### src/pswc_regs.svh
// register map, field positions, codes and timing figures
// for the power state and wake controller; included by pswc_top.sv
//
// Summary of operation
// - one normal state D0 and two sleep states D1, D2 via state select
// - in D1/D2 only the control register reads; ready flag held clear
// - after reset or return from sleep, writes ignored until one read
// - any write to byte-test in D1/D2 returns to D0, select back to D0
// - select 01 enters D1; internal and PHY clocks run, host/MAC gated
// - D1 enables wake frame detection; receive wake block off in D2
// - frame in D1 sets wake source 10b; pin only with both enables
// - carrier already present on D2 entry wakes at once
// - carrier in D2 sets wake source 01b; pin only with both enables
// - wake event flag sets on any wake event with its matching enable, whatever pin enable
// - wake request and flag held until source or enable cleared; W1C
// - host interrupt from wake flag when enabled, independent of pin
// - pulse select 1 gives 50ms pin pulse, 0 gives level
// - pin drops when source, matching enable or pin enable cleared
// - configuration kept through D1 and D2
// - wake source field is readable
// - ready set again within 2ms of the wake write
`ifndef PSWC_REGS_SVH
`define PSWC_REGS_SVH

`define PSWC_ADDR_PMC        8'h00
`define PSWC_ADDR_BYTE_TEST  8'h04
`define PSWC_ADDR_INTERRUPT_STATUS    8'h08
`define PSWC_ADDR_INT_EN     8'h0C

`define PSWC_PMC_READY       0
`define PSWC_PMC_SEL_LO      1
`define PSWC_PMC_SEL_HI      2
`define PSWC_PMC_SRC_LO      3
`define PSWC_PMC_SRC_HI      4
`define PSWC_PMC_PIN_EN      5
`define PSWC_PMC_PULSE       6
`define PSWC_PMC_WFDE        7
`define PSWC_PMC_EDWE        8
`define PSWC_INT_WAKE        0

`define PSWC_SRC_NONE        2'h0
`define PSWC_SRC_ENERGY      2'h1
`define PSWC_SRC_FRAME       2'h2

// arbitrary test pattern
`define PSWC_BYTE_TEST_VAL   32'h5A0F_C3A5

`define PSWC_RESP_OKAY       2'h0
`define PSWC_RESP_SLVERR     2'h2

`define PSWC_CLK_MHZ         50
`define PSWC_READY_TIME_US   2000
`define PSWC_PULSE_TIME_US   50000

`endif

### src/pswc_pkg.sv
// types shared by the power state and wake controller
// assumes an AXI4-Lite master with 8-bit addresses
package pswc_pkg;

   typedef enum logic [1:0] {
      PSWC_D0 = 2'h0,
      PSWC_D1 = 2'h1,
      PSWC_D2 = 2'h2
   } pswc_state_type;

   typedef struct packed {
      logic        awvalid;
      logic [7:0]  awaddr;
      logic        wvalid;
      logic [31:0] wdata;
      logic [3:0]  wstrb;
      logic        bready;
      logic        arvalid;
      logic [7:0]  araddr;
      logic        rready;
   } pswc_axi_req_type;

   typedef struct packed {
      logic        awready;
      logic        wready;
      logic        bvalid;
      logic [1:0]  bresp;
      logic        arready;
      logic        rvalid;
      logic [31:0] rdata;
      logic [1:0]  rresp;
   } pswc_axi_rsp_type;

   typedef struct packed {
      logic host_if;
      logic mac;
      logic rx_pm;
      logic internal;
   } pswc_clk_en_type;

endpackage

### src/pswc_top.sv
// power state and wake controller: D0/D1/D2, ready flag, wake pin,
// wake event flag and host interrupt, registers over AXI4-Lite
// assumes wake_frame is a one-cycle pulse on aclk; energy is async
//
// Local design decisions: the register offsets and the AXI4-Lite register port.
`timescale 1ns/1ps
`default_nettype none
`include "pswc_regs.svh"

module pswc_top #(
   parameter int READY_CYCLES = `PSWC_READY_TIME_US * `PSWC_CLK_MHZ,
   parameter int PULSE_CYCLES = `PSWC_PULSE_TIME_US * `PSWC_CLK_MHZ
) (
   // clock and reset
   input  wire logic                       aclk,
   input  wire logic                       aresetn,
   // register bus
   input  wire pswc_pkg::pswc_axi_req_type axi_req,
   output var  pswc_pkg::pswc_axi_rsp_type axi_rsp,
   // wake sources
   input  wire logic                       wake_frame,
   input  wire logic                       energy,
   // wake pin, host interrupt, clock gating
   output var  logic                       wake_event,
   output var  logic                       host_irq,
   output var  pswc_pkg::pswc_clk_en_type  clk_en
);
   import pswc_pkg::*;

   pswc_state_type  state_q;
   logic            ready_q;
   logic            read_seen_q;
   logic [31:0]     rdy_cnt_q;
   logic            wfde_q;
   logic            edwe_q;
   logic            pin_en_q;
   logic            pulse_q;
   logic [1:0]      src_q;
   logic            flag_q;
   logic            irq_en_q;
   logic            req_q;
   logic            pin_q;
   logic [31:0]     pin_cnt_q;
   logic            irq_q;
   logic            ed_meta_q;
   logic            ed_sync_q;
   pswc_clk_en_type clk_en_q;
   logic            wr_acc_q;
   logic            bvalid_q;
   logic [1:0]      bresp_q;
   logic            arready_q;
   logic            rvalid_q;
   logic [31:0]     rdata_q;
   logic [1:0]      rresp_q;

   logic [31:0] bmask;
   logic [31:0] wset;
   logic        sleeping;
   logic        wr_fire;
   logic        rd_fire;
   logic        wr_ok;
   logic        wr_pmc;
   logic        wr_wake;
   logic        wr_sts;
   logic        wr_en;
   logic        wr_known;
   logic        wake_req;
   logic [31:0] pmc_view;
   logic [31:0] rd_d;
   logic [1:0]  rresp_d;
   logic [1:0]  sel_new;

   // energy detect arrives from the analog front end
   always_ff @(posedge aclk) begin
      if (!aresetn) begin
         ed_meta_q <= 1'b0;
         ed_sync_q <= 1'b0;
      end else begin
         ed_meta_q <= energy;
         ed_sync_q <= ed_meta_q;
      end
   end

   always_comb begin
      for (int i = 0; i < 4; i++) begin
         bmask[8*i +: 8] = {8{axi_req.wstrb[i]}};
      end
   end

   assign wset     = axi_req.wdata & bmask;
   assign sleeping = (state_q != PSWC_D0);
   assign wr_fire  = wr_acc_q;
   assign rd_fire  = arready_q & axi_req.arvalid;
   // a write counts only after one read and, while not ready, only the
   // wake write to byte-test gets through
   assign wr_ok    = read_seen_q &
                     (ready_q | (axi_req.awaddr == `PSWC_ADDR_BYTE_TEST));
   assign wr_pmc   = wr_fire & wr_ok & ready_q &
                     (axi_req.awaddr == `PSWC_ADDR_PMC);
   assign wr_wake  = wr_fire & wr_ok & sleeping &
                     (axi_req.awaddr == `PSWC_ADDR_BYTE_TEST);
   assign wr_sts   = wr_fire & wr_ok & ready_q &
                     (axi_req.awaddr == `PSWC_ADDR_INTERRUPT_STATUS);
   assign wr_en    = wr_fire & wr_ok & ready_q &
                     (axi_req.awaddr == `PSWC_ADDR_INT_EN);
   assign sel_new  = (axi_req.wdata[`PSWC_PMC_SEL_HI:`PSWC_PMC_SEL_LO] &
                      bmask[`PSWC_PMC_SEL_HI:`PSWC_PMC_SEL_LO]) |
                     (state_q & ~bmask[`PSWC_PMC_SEL_HI:`PSWC_PMC_SEL_LO]);

   // internal wake request follows source and matching enable
   assign wake_req = ((src_q == `PSWC_SRC_FRAME) & wfde_q) |
                     ((src_q == `PSWC_SRC_ENERGY) & edwe_q);

   // power state; writes of 11 are ignored
   always_ff @(posedge aclk) begin
      if (!aresetn) begin
         state_q <= PSWC_D0;
      end else if (wr_wake) begin
         state_q <= PSWC_D0;
      end else if (wr_pmc && !sleeping) begin
         if (sel_new == PSWC_D1) begin
            state_q <= PSWC_D1;
         end else if (sel_new == PSWC_D2) begin
            state_q <= PSWC_D2;
         end
      end
   end

   // ready: cleared in sleep, set a fixed time after reset or wake write
   always_ff @(posedge aclk) begin
      if (!aresetn) begin
         ready_q   <= 1'b0;
         rdy_cnt_q <= 32'(READY_CYCLES);
      end else if (wr_pmc && !sleeping &&
                   (sel_new == PSWC_D1 || sel_new == PSWC_D2)) begin
         ready_q   <= 1'b0;
         rdy_cnt_q <= 32'h0000_0000;
      end else if (wr_wake) begin
         rdy_cnt_q <= 32'(READY_CYCLES);
      end else if (!sleeping && !ready_q) begin
         if (rdy_cnt_q <= 32'h0000_0001) begin
            ready_q <= 1'b1;
         end
         rdy_cnt_q <= rdy_cnt_q - 32'h0000_0001;
      end
   end

   // writes stay dead until the host has read once
   always_ff @(posedge aclk) begin
      if (!aresetn) begin
         read_seen_q <= 1'b0;
      end else if (rd_fire) begin
         read_seen_q <= 1'b1;
      end else if (wr_wake) begin
         read_seen_q <= 1'b0;
      end
   end

   // configuration is untouched by state changes
   always_ff @(posedge aclk) begin
      if (!aresetn) begin
         wfde_q   <= 1'b0;
         edwe_q   <= 1'b0;
         pin_en_q <= 1'b0;
         pulse_q  <= 1'b0;
         irq_en_q <= 1'b0;
      end else begin
         if (wr_pmc && axi_req.wstrb[0]) begin
            wfde_q   <= axi_req.wdata[`PSWC_PMC_WFDE];
            pin_en_q <= axi_req.wdata[`PSWC_PMC_PIN_EN];
            pulse_q  <= axi_req.wdata[`PSWC_PMC_PULSE];
         end
         if (wr_pmc && axi_req.wstrb[1]) begin
            edwe_q <= axi_req.wdata[`PSWC_PMC_EDWE];
         end
         if (wr_en) begin
            irq_en_q <= wset[`PSWC_INT_WAKE];
         end
      end
   end

   // wake source: detection wins over a clearing write
   always_ff @(posedge aclk) begin
      if (!aresetn) begin
         src_q <= `PSWC_SRC_NONE;
      end else if (state_q == PSWC_D1 && wake_frame) begin
         src_q <= `PSWC_SRC_FRAME;
      end else if (state_q == PSWC_D2 && ed_sync_q) begin
         // level test, so carrier present at entry wakes at once
         src_q <= `PSWC_SRC_ENERGY;
      end else if (wr_pmc) begin
         src_q <= src_q & ~wset[`PSWC_PMC_SRC_HI:`PSWC_PMC_SRC_LO];
      end
   end

   // wake event flag, cleared by writing 1 only once the request is gone
   always_ff @(posedge aclk) begin
      if (!aresetn) begin
         flag_q <= 1'b0;
      end else if (wake_req) begin
         flag_q <= 1'b1;
      end else if (wr_sts && wset[`PSWC_INT_WAKE]) begin
         flag_q <= 1'b0;
      end
   end

   always_ff @(posedge aclk) begin
      if (!aresetn) begin
         irq_q <= 1'b0;
      end else begin
         irq_q <= flag_q & irq_en_q;
      end
   end

   // wake pin: new events only on a rising request edge
   always_ff @(posedge aclk) begin
      if (!aresetn) begin
         req_q     <= 1'b0;
         pin_q     <= 1'b0;
         pin_cnt_q <= 32'h0000_0000;
      end else begin
         req_q <= wake_req;
         if (!wake_req || !pin_en_q) begin
            pin_q     <= 1'b0;
            pin_cnt_q <= 32'h0000_0000;
         end else if (!req_q) begin
            pin_q     <= 1'b1;
            pin_cnt_q <= pulse_q ? 32'(PULSE_CYCLES) : 32'h0000_0000;
         end else if (pulse_q && pin_q) begin
            if (pin_cnt_q <= 32'h0000_0001) begin
               pin_q <= 1'b0;
            end
            pin_cnt_q <= pin_cnt_q - 32'h0000_0001;
         end
      end
   end

   // clock enables per state; internal clock off only in D2
   always_ff @(posedge aclk) begin
      if (!aresetn) begin
         clk_en_q <= '{host_if: 1'b1, mac: 1'b1, rx_pm: 1'b1,
                       internal: 1'b1};
      end else begin
         clk_en_q.host_if  <= (state_q == PSWC_D0);
         clk_en_q.mac      <= (state_q == PSWC_D0);
         clk_en_q.rx_pm    <= (state_q != PSWC_D2);
         clk_en_q.internal <= (state_q != PSWC_D2);
      end
   end

   // write channel: address and data taken together
   always_ff @(posedge aclk) begin
      if (!aresetn) begin
         wr_acc_q <= 1'b0;
         bvalid_q <= 1'b0;
         bresp_q  <= `PSWC_RESP_OKAY;
      end else begin
         wr_acc_q <= !wr_acc_q && !bvalid_q &&
                     axi_req.awvalid && axi_req.wvalid;
         if (wr_fire) begin
            bvalid_q <= 1'b1;
            bresp_q  <= wr_known ? `PSWC_RESP_OKAY : `PSWC_RESP_SLVERR;
         end else if (axi_req.bready) begin
            bvalid_q <= 1'b0;
         end
      end
   end

   assign wr_known = (axi_req.awaddr == `PSWC_ADDR_PMC) ||
                     (axi_req.awaddr == `PSWC_ADDR_BYTE_TEST) ||
                     (axi_req.awaddr == `PSWC_ADDR_INTERRUPT_STATUS) ||
                     (axi_req.awaddr == `PSWC_ADDR_INT_EN);

   always_comb begin
      pmc_view = 32'h0000_0000;
      pmc_view[`PSWC_PMC_READY] = ready_q;
      pmc_view[`PSWC_PMC_SEL_HI:`PSWC_PMC_SEL_LO] = state_q;
      pmc_view[`PSWC_PMC_SRC_HI:`PSWC_PMC_SRC_LO] = src_q;
      pmc_view[`PSWC_PMC_PIN_EN] = pin_en_q;
      pmc_view[`PSWC_PMC_PULSE]  = pulse_q;
      pmc_view[`PSWC_PMC_WFDE]   = wfde_q;
      pmc_view[`PSWC_PMC_EDWE]   = edwe_q;
   end

   // read decode; only the control register answers while not ready
   always_comb begin
      rd_d    = 32'h0000_0000;
      rresp_d = `PSWC_RESP_OKAY;
      if (axi_req.araddr == `PSWC_ADDR_PMC) begin
         rd_d = pmc_view;
      end else if (!ready_q) begin
         rd_d = 32'h0000_0000;
      end else if (axi_req.araddr == `PSWC_ADDR_BYTE_TEST) begin
         rd_d = `PSWC_BYTE_TEST_VAL;
      end else if (axi_req.araddr == `PSWC_ADDR_INTERRUPT_STATUS) begin
         rd_d[`PSWC_INT_WAKE] = flag_q;
      end else if (axi_req.araddr == `PSWC_ADDR_INT_EN) begin
         rd_d[`PSWC_INT_WAKE] = irq_en_q;
      end else begin
         rresp_d = `PSWC_RESP_SLVERR;
      end
   end

   always_ff @(posedge aclk) begin
      if (!aresetn) begin
         arready_q <= 1'b0;
         rvalid_q  <= 1'b0;
         rdata_q   <= 32'h0000_0000;
         rresp_q   <= `PSWC_RESP_OKAY;
      end else begin
         arready_q <= !arready_q && !rvalid_q && axi_req.arvalid;
         if (rd_fire) begin
            rvalid_q <= 1'b1;
            rdata_q  <= rd_d;
            rresp_q  <= rresp_d;
         end else if (axi_req.rready) begin
            rvalid_q <= 1'b0;
         end
      end
   end

   assign axi_rsp.awready = wr_acc_q;
   assign axi_rsp.wready  = wr_acc_q;
   assign axi_rsp.bvalid  = bvalid_q;
   assign axi_rsp.bresp   = bresp_q;
   assign axi_rsp.arready = arready_q;
   assign axi_rsp.rvalid  = rvalid_q;
   assign axi_rsp.rdata   = rdata_q;
   assign axi_rsp.rresp   = rresp_q;
   assign wake_event      = pin_q;
   assign host_irq        = irq_q;
   assign clk_en          = clk_en_q;

endmodule
`default_nettype wire

### config.mk
export PLATFORM = sky130hd
export DESIGN_NAME = pswc_top
export DESIGN_NICKNAME = d
export VERILOG_FILES = /design/src/pswc_pkg.sv /design/src/pswc_top.sv
export VERILOG_INCLUDE_DIRS = /design/src
export SDC_FILE = /design/constraint.sdc
export NUM_CORES = 1
export LEC_CHECK = 0
export BUFFER_PORTS_ARGS = -buffer_cell sky130_fd_sc_hd__clkbuf_2
export CORE_MARGIN = 5
export CORE_UTILIZATION = 45
export CTS_BUF_LIST = sky130_fd_sc_hd__clkbuf_16
export CTS_CLUSTER_SIZE = 16
export DETAILED_ROUTE_END_ITERATION = 7
export HOLD_SLACK_MARGIN = 0.06
export PLACE_DENSITY = 0.75
export RECOVER_POWER = 50
export SETUP_SLACK_MARGIN = 0.02
export SLEW_MARGIN = 10
export SYNTH_ARGS = -nofsm -noshare
export SYNTH_HDL_FRONTEND = slang
export SYNTH_SLANG_ARGS = --single-unit
### constraint.sdc
create_clock -name aclk -period 5.1 [get_ports aclk]
set_clock_uncertainty 0.05 [all_clocks]
set_input_delay 0.255 -clock aclk [delete_from_list [all_inputs] [get_ports aclk]]
set_output_delay 0.255 -clock aclk [all_outputs]
set_load 0.01 [all_outputs]
# Word level (Yosys, flattened, before mapping)
# Cells that the tools add are included.
# classes
n_addsub,2
magnitude_cmp,2
eq_ne,15
muxes,34
bitwise,23
reduce_logical,47
# op_table
operator,count
less-or-equal comparator 32 x 1 -> 1 bit (second input constant),2
2-to-1 mux 32 bit,2
subtractor 32 x 1 -> 32 bit (second input constant),2
2-to-1 mux 31 bit,2
2-to-1 mux 17 bit,3
equality test 8 x 4 -> 1 bit (second input constant),4
2-to-1 mux 30 bit,1
2-to-1 mux 2 bit,11
2-to-1 mux 22 bit,1
equality test 8 x 3 -> 1 bit (second input constant),2
logical NOT 8 bit,2
logical AND 1 bit,14
2-to-1 mux 1 bit,14
nonzero test 2 bit,7
AND 1 bit,12
logical NOT 1 bit,8
OR reduction 2 bit,4
AND 2 bit,3
equality test 2 x 1 -> 1 bit (second input constant),3
equality test 2 bit (second input constant),3
nonzero test 3 bit,2
AND 5 bit,1
logical OR 1 bit,5
!= test 2 x 1 -> 1 bit (second input constant),2
other kinds (9),13
# word_totals
reg_bits,123
input_bits,61
out_inout_bits,47
elab_cells,151

# Depth between registers and ports, before layout
# Gate-level depths: netlist of the first run.
# depth
ltp_word,9
ltp_mapped,9
mapped_depth_nobuf,7

# Worst setup path before layout of the first run
# No wires, ideal clock.
# synth_path
path_type,register to register
start,register state_q[0]
end,register rdy_cnt_q[0]
setup_ps,128
arrival_ps,2297
required_ps,4922
path_slack_ps,2626
path_stages_with_launch,10
n_path_buf,2
period_less_slack_ps,2474
path_cell_list,dfxtp_1 > clkbuf_1 > mux2_2 > ha_1 > or3b_2 > o21ai_0 > nand3_1 > nand2_1 > clkbuf_1 > nor2_1
# synth_via
elab_chain_len,6
word_cells_on_any_way,13
cone_classes,2 x eq/ne; 4 x bitwise; 7 x reduce/logical
# synth_lines
element,line,text
start: declaration,pswc_top.sv:30,pswc_state_type state_q;
start signal: assignment,pswc_top.sv:117,state_q <= PSWC_D0;
start signal: assignment,pswc_top.sv:119,state_q <= PSWC_D0;
start signal: assignment,pswc_top.sv:122,state_q <= PSWC_D1;
AND 2 bit,pswc_top.sv:108,(state_q & ~bmask[`PSWC_PMC_SEL_HI:`PSWC_PMC_SEL_LO]);
OR 2 bit,pswc_top.sv:106,assign sel_new = (axi_req.wdata[`PSWC_PMC_SEL_HI:`PSWC_PMC_SEL_LO] &
equality test 2 x 1 -> 1 bit or equality test 2 bit (tied branches),pswc_top.sv:135,(sel_new == PSWC_D1 || sel_new == PSWC_D2)) begin
logical OR 1 bit,pswc_top.sv:135,
logical AND 1 bit,pswc_top.sv:134,end else if (wr_pmc && !sleeping &&
OR reduction 3 bit (no source line),--,
end signal: assignment,pswc_top.sv:133,rdy_cnt_q <= 32'(READY_CYCLES);
end signal: assignment,pswc_top.sv:139,rdy_cnt_q <= 32'(READY_CYCLES);
end signal: assignment,pswc_top.sv:144,rdy_cnt_q <= rdy_cnt_q - 32'h0000_0001;
end: declaration,pswc_top.sv:33,logic [31:0] rdy_cnt_q;
# Parallel ways exist; a longest one is shown, timed or not.
# A chain may end at the register's enable or synchronous reset.

# Final worst setup path of the first run
# layout_path
start,input aresetn
end,register pin_cnt_q[1]
# layout_via
elab_chain_len,2
# layout_lines
element,line,text
start: declaration,pswc_top.sv:16,"input wire logic aresetn,"
NOT 1 bit (no source line),--,
OR reduction 2 bit (no source line),--,
end signal: assignment,pswc_top.sv:228,pin_cnt_q <= pulse_q ? 32'(PULSE_CYCLES) : 32'h0000_0000;
end signal: assignment,pswc_top.sv:233,pin_cnt_q <= pin_cnt_q - 32'h0000_0001;
end: declaration,pswc_top.sv:43,logic [31:0] pin_cnt_q;
# Every way passes these cells.

==> results of run 1 <==
area by class of cell:
type                            count  area (um2)  share of cell area
Tap cell                          136         170              0.0324
Timing Repair Buffer               72         335              0.0637
Clock inverter                      7        76.3              0.0145
Inverter                            9        33.8             0.00642
Multi-Input combinational cell    416        2440               0.463
Clock buffer                        9         225              0.0428
Sequential cell                    99        1980               0.377
per-layer routing:
layer,vias to the layer above,GRT usage,wire (um)
met5,-,0,0
met4,0,0.0681,231
met3,21,0.0340,649
met2,128,0.285,5110
met1,1908,0.220,4790
li1,2050,-,-
report_power, final:
part	leakage [nW]	switching (W)	total [W]	internal, W
registers	0.801	0.0000144	0.000801	0.000787
logic	1.03	0.0000668	0.000105	0.0000382
clock network	0.149	0.000337	0.000687	0.000350
total	1.98	0.000418	0.00159	0.00118
worst max-delay path: stages:
cell,delay (ps)
clkbuf_1,500
clkinv_1,660
a21oi_1,510
nand3_1,770
a211oi_1,430
cells in the final DEF, fill, tap and decap left out, types with 4 or more instances in the layout:
master and n:
dfxtp_1 99, nor2_1 83, clkbuf_1 34, clkbuf_2 34, nand2_1 33, xnor2_1 31, a21oi_1 27, nor3_1 25
nor4_1 23, nand3_1 20, o21ai_0 17, nand4_1 16, or4_1 14, or3_1 14, conb_1 14, xor2_1 10
clkbuf_16 9, inv_1 8, mux2i_1 7, and3_1 7, a31oi_1 7, and2_1 6, nand3b_1 5, or2_2 5
o31ai_1 5, ha_1 5, a211oi_1 4, o21a_1 4, nand2b_1 4
registers in the layout, summed over array words and instances (netlist names), 2 cells and up:
| name | flops |
|---|---|
| clk_en | 2 |
| state_q | 2 |
| rdata_q | 10 |
| pin_cnt_q | 32 |
| src_q | 2 |
| rdy_cnt_q | 32 |
Yosys cell counts (4+ instances only):
master | n | area [um2]
ha_1 | 5 | 62.6
and2_1 | 7 | 43.8
nand2_1 | 33 | 124
or3_1 | 14 | 87.6
a31oi_1 | 7 | 43.8
mux2i_1 | 7 | 70.1
o21ai_0 | 17 | 85.1
nor4_1 | 23 | 144
dfxtp_1 | 99 | 1980
nor3_1 | 25 | 125
or4_1 | 14 | 105
a211oi_1 | 4 | 30.0
clkbuf_1 | 22 | 82.6
or2_2 | 5 | 31.3
nand2b_1 | 4 | 25.0
o31ai_1 | 5 | 37.5
buf_4 | 31 | 233
a21oi_1 | 27 | 135
inv_1 | 8 | 30.0
nand3b_1 | 5 | 37.5
nand4_1 | 16 | 100
o21a_1 | 4 | 30.0
xnor2_1 | 31 | 272
and3_1 | 7 | 43.8
nor2_1 | 83 | 312
xor2_1 | 10 | 87.6
nand3_1 | 20 | 100
through the flow:
| step | std cells | utilization | area (um2) | power, W | setup slack (ps) |
|---|---|---|---|---|---|
| 3_5_place_dp | 729 | 0.484 | 4970 | 0.000922 | 2150 |
| 5_1_grt | 748 | 0.512 | 5260 | 0.00165 | 1840 |
| 3_3_place_gp | 729 | 0.484 | 4970 | 0.000920 | 2200 |
| 2_1_floorplan | 579 | - | 4780 | 0.000897 | 2630 |
| 6_report | 748 | 0.512 | 5260 | 0.00159 | 2160 |
| 4_1_cts | 748 | 0.516 | 5300 | 0.00161 | 2210 |
repair_timing:
| item | in CTS | in global routing |
|---|---|---|
| endpoints found under the hold margin | 2 | 0 |
| hold buffers | 3 | 0 |
| setup buffers | 0 | 0 |
cell families (layout without fill, tap and decap cells):
family          after synthesis  in the layout  share of synthesized area
fa+ha+maj                     5              5                     0.0132
compound gates               78             78                      0.102
simple gates                270            270                      0.295
xor+xnor                     41             41                     0.0758
buf+inv                      64             97                     0.0771
flops                        99             99                      0.418
mux                           8              8                     0.0172
other cells                   1             14                   0.000792
worst min path at each step:
| stage | to | slack, ps |
|---|---|---|
| global placement | ed_sync_q | 370 |
| global route | arready_q | 120 |
| finish | edwe_q | 90 |
| CTS | edwe_q | 80 |
| detailed placement | ed_sync_q | 380 |
| floorplan | wr_acc_q | 320 |
==> out/qor.yml, run 1 <==
outcome:
  status: "finished, final reports clean"
synth:
  syn_area_per_cell_um2: 8.37
  ys_warn_count: 0
  ys_types: 50
  synth_cells: 566
  synth_seq_area_share: 0.418
  synth_ff_type: "dfxtp_1"
  async_flop_share: 0
  synth_edf_count: 0
  synth.cell_area_um2: 4740
  synth_seq_cells: 99
floorplanning:
  start_util: 0.461
  die_w_um: 113
  coreArea_um2: 10300
  num_io_pins: 108
  row_count: 37
  die_h_um: 113
  die_area_um2: 12700
hold_path:
  whs_path_depth: 3
  holdCritStartpoint: "axi_req[23]"
  min_path_type: "input pin to flip-flop"
critical_path:
  required_ps: 5290
  r2r-end: "rdy_cnt_q[29]"
  rrSetupSlack_ps: 2260
  cp_data_arrival_time_ps: 3130
  r2r-start: "state_q[0]"
  rr_worst_depth: 7
  critPathKind: "input pin to flip-flop"
  crit_path_start_kind: "input pin"
  endpoint_kind: "flip-flop"
  crit_path_end: "pin_cnt_q[1]"
  startpoint: "aresetn"
  cp_max_fo: 24
power_and_ir_drop:
  vdd_drop_max_mv: 0.158
  p_leak_nw: 1.98
  power_density_nw_per_um2: 303
final_layout:
  nNetsFinal: 673
  area_growth_pct: 11.1
  n_fill_cell: 974
  diodes: 0
  drive_gt1_frac: 0.0997
global_route:
  grt_first_pass_wirelength_mm: 18.4
  antenna_found_initial: 0
  grt_pass1_vias: 4010
  grt_max_degree: 27
  grt_usage: 0.172
  grt_overflow: 0
sta:
  fmax_mhz: 340
  finalHoldViolations: 0
  period_needed_ps: 2940
  grt_setup_unrepaired: "false"
  slew_headroom: 0.327
  slew_viol_final: 0
  hold_ws_ps: 90.0
  fin_crit_sh: 0.577
  worstMarginPinSlew_ps: 1000
  finalSetupViolations: 0
  setup-tns-final_ps: 0
placement:
  place.gp.congestion: 0.846
  dpl.hpwl_mm: 7.73
  io_buffers: 68
route:
  wirelength_mm: 10.8
  drc: 0
  vias: 4107
  drt_iter0_drc: 227
  via_per_inst: 5.49
  first_pass_iters: 5
  antenna_left: 0
  wl_per_cell_um: 14.4
clock_network:
  cts_sinks: 99
  root_buffer: "clkbuf_16"
  numCtsBuffers: 9
  cts_resized: 0
  clkTransAtPathRegs_ps: 80
  cts_tree: "done"
  clock_latency_ps: 350
  clk_path_buf_depth: 2
  cts_htree_levels: 3
run:
  maxCapViolations: 0
No activity file was read; power rests on OpenSTA's default activity.
==> inputs of run 2 (changes only) <==
Settings changed: PLACE_DENSITY 0.75 to 0.78.
Clock period 5.1 ns to 2.7 ns, I/O delays scaled along.
==> out/qor.yml, run 2 (synthesis gave the netlist of run 1 again) <==
outcome:
  status: "finished, final reports clean"
critical_path:
  critPathKind: "flip-flop to flip-flop"
  max_stage_delay_ps: 480
  cp_max_fo: 9
  cp_slowest_cell: "dfxtp_1"
  rrSetupSlack_ps: 320
  critical_path.top_delay_family: "compound AO/OA/AOI/OAI gates"
  crit_path_start_kind: "flip-flop"
  worstPathCellList: "mux2i_1 -> ha_1 -> or3b_2 -> o21ai_0 -> a31oi_1 -> nand2b_1 -> a211o_1"
  endpoint_kind: "flip-flop"
  cp.buffers_inverters: 0
  cp_data_arrival_time_ps: 2560
  required_ps: 2890
global_route:
  grt_usage: 0.172
  grt_first_pass_wirelength_mm: 18.4
  grt_max_degree: 25
  grt_pass1_vias: 4053
  grt_overflow: 0
  antenna_found_initial: 0
power_and_ir_drop:
  p_leak_nw: 2.04
  power_density_nw_per_um2: 553
  vdd_drop_max_mv: 0.297
floorplanning:
  coreArea_um2: 10300
  die_h_um: 113
  die_w_um: 113
  die_area_um2: 12700
  row_count: 37
  num_io_pins: 108
  start_util: 0.461
sta:
  finalHoldViolations: 0
  finalSetupViolations: 0
  fin_crit_sh: 0.881
  setup-tns-final_ps: 0
  slew_headroom: 0.284
  grt_setup_unrepaired: "false"
  worstMarginPinSlew_ps: 1070
  fmax_mhz: 420
  period_needed_ps: 2380
  slew_viol_final: 0
route:
  via_per_inst: 5.43
  dr.max_layer_used: "met4"
  first_pass_iters: 5
  antenna_left: 0
  drt_iter0_drc: 231
  wl_per_cell_um: 14.2
  drt-met1-wl_mm: 4.83
  vias: 4168
  wl_met3_um: 659
  wirelength_mm: 10.9
  route.met2.wl_mm: 5.29
  drc: 0
clock_network:
  clk_path_buf_depth: 2
  numCtsBuffers: 9
  clock_latency_ps: 350
  root_buffer: "clkbuf_16"
  cts_sinks: 99
  post-cts-setup-buffer-count: 0
  cts_tree: "done"
  clkTransAtPathRegs_ps: 80
  cts_htree_levels: 3
final_layout:
  drive_gt1_frac: 0.109
  n_fill_cell: 991
  nNetsFinal: 692
  diodes: 0
  final_cell_mix: "dfxtp_1, nor2_1, clkbuf_1"
  finalInstanceArea_um2: 5400
  reg_top3: "pin_cnt_q x32, rdy_cnt_q x32, rdata_q x10"
  layout_commonest_cell: "dfxtp_1"
  finalNonFillerCells: 767
  area_growth_pct: 14.0
placement:
  place.gp.congestion: 0.883
  dpl.hpwl_mm: 7.97
  place_area_um2: 5060
  io_buffers: 68
  dp_cells: 741
run:
  maxCapViolations: 0
hold_path:
  min_path_type: "input pin to flip-flop"
==> run 2: cell count changes in the layout (fill, tap and decap cells not counted), sizes merged <==
cell / change
buf: +9
clkbuf: +3
clkinv: -2
clkinvlp: +3
dlygate4sd3: +7
inv: -1
==> run 2: final cells by class <==
class / count / area (um2) / share of cell area
sequential: 99 / 1980 / 0.367
clock buffer: 9 / 225 / 0.0417
inverter: 9 / 33.8 / 0.00626
multi-input combinational: 416 / 2440 / 0.451
tap: 136 / 170 / 0.0315
clock inverter: 7 / 67.6 / 0.0125
timing repair buffer: 91 / 483 / 0.0895
==> run 2: worst min-delay path: cells and delay by family <==
family        cells  cell delay, ps
simple gates      2             150
buf+inv           1              80
mux               1              80
==> run 2: what timing repair did <==
item	4_1_cts	5_1_grt
gates resized for setup	0	0
hold endpoints to repair	9	0
hold buffers	10	0
==> run 2: worst paths after layout <==
| check | from | to | depth (start not counted) |
|---|---|---|---|
| max | state_q[1] | rdy_cnt_q[15] | 7 |
| min | axi_req[12] | edwe_q | 4 |
| max reg2reg | state_q[1] | rdy_cnt_q[15] | 7 |
| min reg2reg | ed_meta_q | ed_sync_q | 1 |
==> run 2: metrics by stage <==
step	hold WS (ps)	util	power, W	worst slack, ps
floorplan	204	-	0.00169	226
global placement	292	0.492	0.00174	311
detailed placement	313	0.492	0.00175	318
CTS	67.2	0.531	0.00301	343
global route	66.5	0.525	0.00310	139
finish	75.0	0.525	0.00299	321
==> run 2: power by group <==
part           switching [W]  total [W]  internal (W)
clock               0.000613    0.00126      0.000651
combinational       0.000128   0.000208     0.0000808
sequential         0.0000269    0.00151       0.00149
total               0.000768    0.00299       0.00222
==> run 2: routing by layer <==
metal | track usage | vias to the layer above
li1 | - | 2088
met1 | 0.209 | 1955
met2 | 0.295 | 117
met3 | 0.0485 | 8
met4 | 0.0529 | 0
met5 | 0 | -
==> inputs of run 3 (changes only) <==
Settings changed: ABC_AREA from default to 1, BUFFER_PORTS_ARGS -buffer_cell sky130_fd_sc_hd__clkbuf_2 to -buffer_cell sky130_fd_sc_hd__buf_4, PLACE_DENSITY 0.78 to 0.77.
==> out/qor.yml, run 3 <==
route:
  drt_iter0_drc: 411
  wirelength_mm: 12.8
  first_pass_iters: 5
  via_per_inst: 5.03
  drc: 0
  wl_per_cell_um: 12.6
  antenna_left: 0
  vias: 5082
global_route:
  grt_use_met3: 0.0464
  grt_usage: 0.181
  met1_usage: 0.236
  grt_first_pass_wirelength_mm: 21.7
  grt-busiest-layer: "met2"
  met2_usage: 0.300
  grt_overflow: 0
  grt_pass1_vias: 4679
  grt_max_degree: 25
  antenna_found_initial: 0
critical_path:
  crit_path_start_kind: "flip-flop"
  r2r-start: "ready_q"
  required_ps: 2900
  critPathKind: "flip-flop to flip-flop"
  endpoint_kind: "flip-flop"
  cp_max_fo: 5
  rr_worst_depth: 6
  cp_data_arrival_time_ps: 2450
  rrSetupSlack_ps: 450
  r2r-end: "edwe_q"
clock_network:
  clock_latency_ps: 360
  cts_tree: "done"
  clkTransAtPathRegs_ps: 80
  cts_resized: 0
  numCtsBuffers: 9
  cts_sinks: 99
  clk_path_buf_depth: 2
  cts_htree_levels: 3
  root_buffer: "clkbuf_16"
floorplanning:
  row_count: 39
  die_area_um2: 14200
  die_h_um: 119
  num_io_pins: 108
  start_util: 0.463
  coreArea_um2: 11600
  die_w_um: 119
final_layout:
  final_cell_mix: "nor2_1, nand2_1, dfxtp_1"
  diodes: 0
  layout_commonest_cell: "nor2_1"
  regArea_um2: 1980
  area_growth_pct: 14.3
  reg_top3: "pin_cnt_q x32, rdy_cnt_q x32, rdata_q x10"
  drive_gt1_frac: 0.0969
  nNetsFinal: 928
  multi_input_area_um2: 2770
  n_fill_cell: 1141
  fin_util: 0.530
synth:
  ys_types: 42
  synthTopCellsByCount: "nor2_1, nand2_1, dfxtp_1"
  synth_seq_area_share: 0.370
  synth_cells: 791
  syn_area_per_cell_um2: 6.78
  synth.cell_area_um2: 5360
  synth_ff_type: "dfxtp_1"
  synthDominantCellAreaShare: 0.370
  synth_seq_cells: 99
  ys_warn_count: 0
  synth.most_common_cell: "nor2_1"
  synth_edf_count: 0
  async_flop_share: 0
  yosysTopAreaCell: "dfxtp_1"
  synth_area_leaders: "dfxtp_1, nor2_1, nand2_1, nand3_1, inv_1"
sta:
  grt_setup_unrepaired: "false"
  finalSetupViolations: 0
  fmax_mhz: 444
  finalHoldViolations: 0
  period_needed_ps: 2250
  slew_viol_final: 0
  worstMarginPinSlew_ps: 737
  setup-tns-final_ps: 0
  fin_crit_sh: 0.834
  slew_headroom: 0.505
hold_path:
  min_path_type: "input pin to flip-flop"
  min_to: "src_q[1]"
  whs_path_depth: 3
  holdCritStartpoint: "aresetn"
placement:
  io_buffers: 68
  place.gp.congestion: 0.912
  dpl.hpwl_mm: 9.47
power_and_ir_drop:
  power_density_nw_per_um2: 505
  p_leak_nw: 2.64
  vdd_drop_max_mv: 0.311
run:
  maxCapViolations: 0
outcome:
  status: "finished, final reports clean"
-- run 3: power breakdown --
group | switching, W | internal (W) | total (W)
Combinational | 0.000168 | 0.000111 | 0.000278
Sequential | 0.0000244 | 0.00149 | 0.00151
Clock | 0.000640 | 0.000663 | 0.00130
Total | 0.000832 | 0.00226 | 0.00310
-- run 3: cells by family after synthesis --
family / share of synthesized area
other cells: 0.000700
buf+inv: 0.117
fa+ha+maj: 0.0117
flops: 0.370
xor+xnor: 0.0278
compound gates: 0.103
simple gates: 0.370
-- run 3: per-layer routing --
layer  vias to the layer above  wire [um]
met1                      2294       5880
li1                       2671          -
met2                       104       6130
met3                        13        620
met5                         -          0
met4                         0        130
-- run 3: stage by stage --
step | setup slack, ps | cell area [um2] | hold WS (ps) | power [W] | cells
5_1_grt | 281 | 6130 | 63.0 | 0.00323 | 1010
6_report | 447 | 6130 | 76.3 | 0.00310 | 1010
4_1_cts | 700 | 6290 | 62.8 | 0.00314 | 1010
3_3_place_gp | 807 | 5840 | 268 | 0.00182 | 979
3_5_place_dp | 787 | 5840 | 273 | 0.00183 | 979
2_1_floorplan | 1110 | 5410 | 183 | 0.00174 | 804
-- run 3: worst max-delay path by stage --
stage                     from       endpoint  slack, ps  cells past startpoint
global route           ready_q         edwe_q        280                      6
CTS                   wr_acc_q       wr_acc_q        700                      6
floorplan           state_q[1]  rdy_cnt_q[20]       1110                      9
global placement      src_q[1]  pin_cnt_q[26]        810                      8
finish                 ready_q         edwe_q        450                      6
detailed placement    src_q[1]  pin_cnt_q[26]        790                      8
-- run 3: critical path, stage by stage (launching register included) --
cell           delay [ps]
dfxtp_1               480
nand3_1               180
nor3_1                500
nand3_1               180
o21ai_0               170
a21oi_1                50
dlygate4sd3_1         550
-- run 3: final cells by class --
cell class | count | area share
clock buffer | 9 | 0.0368
clock inverter | 7 | 0.0125
inverter | 92 | 0.0572
multi-input combinational | 575 | 0.453
sequential | 99 | 0.324
tap | 143 | 0.0292
timing repair buffer | 85 | 0.0882
-- run 3: timing repair --
action                                 in CTS  in global routing
hold buffers                               15                  0
endpoints found under the hold margin      13                  0
setup buffers                               0                  0
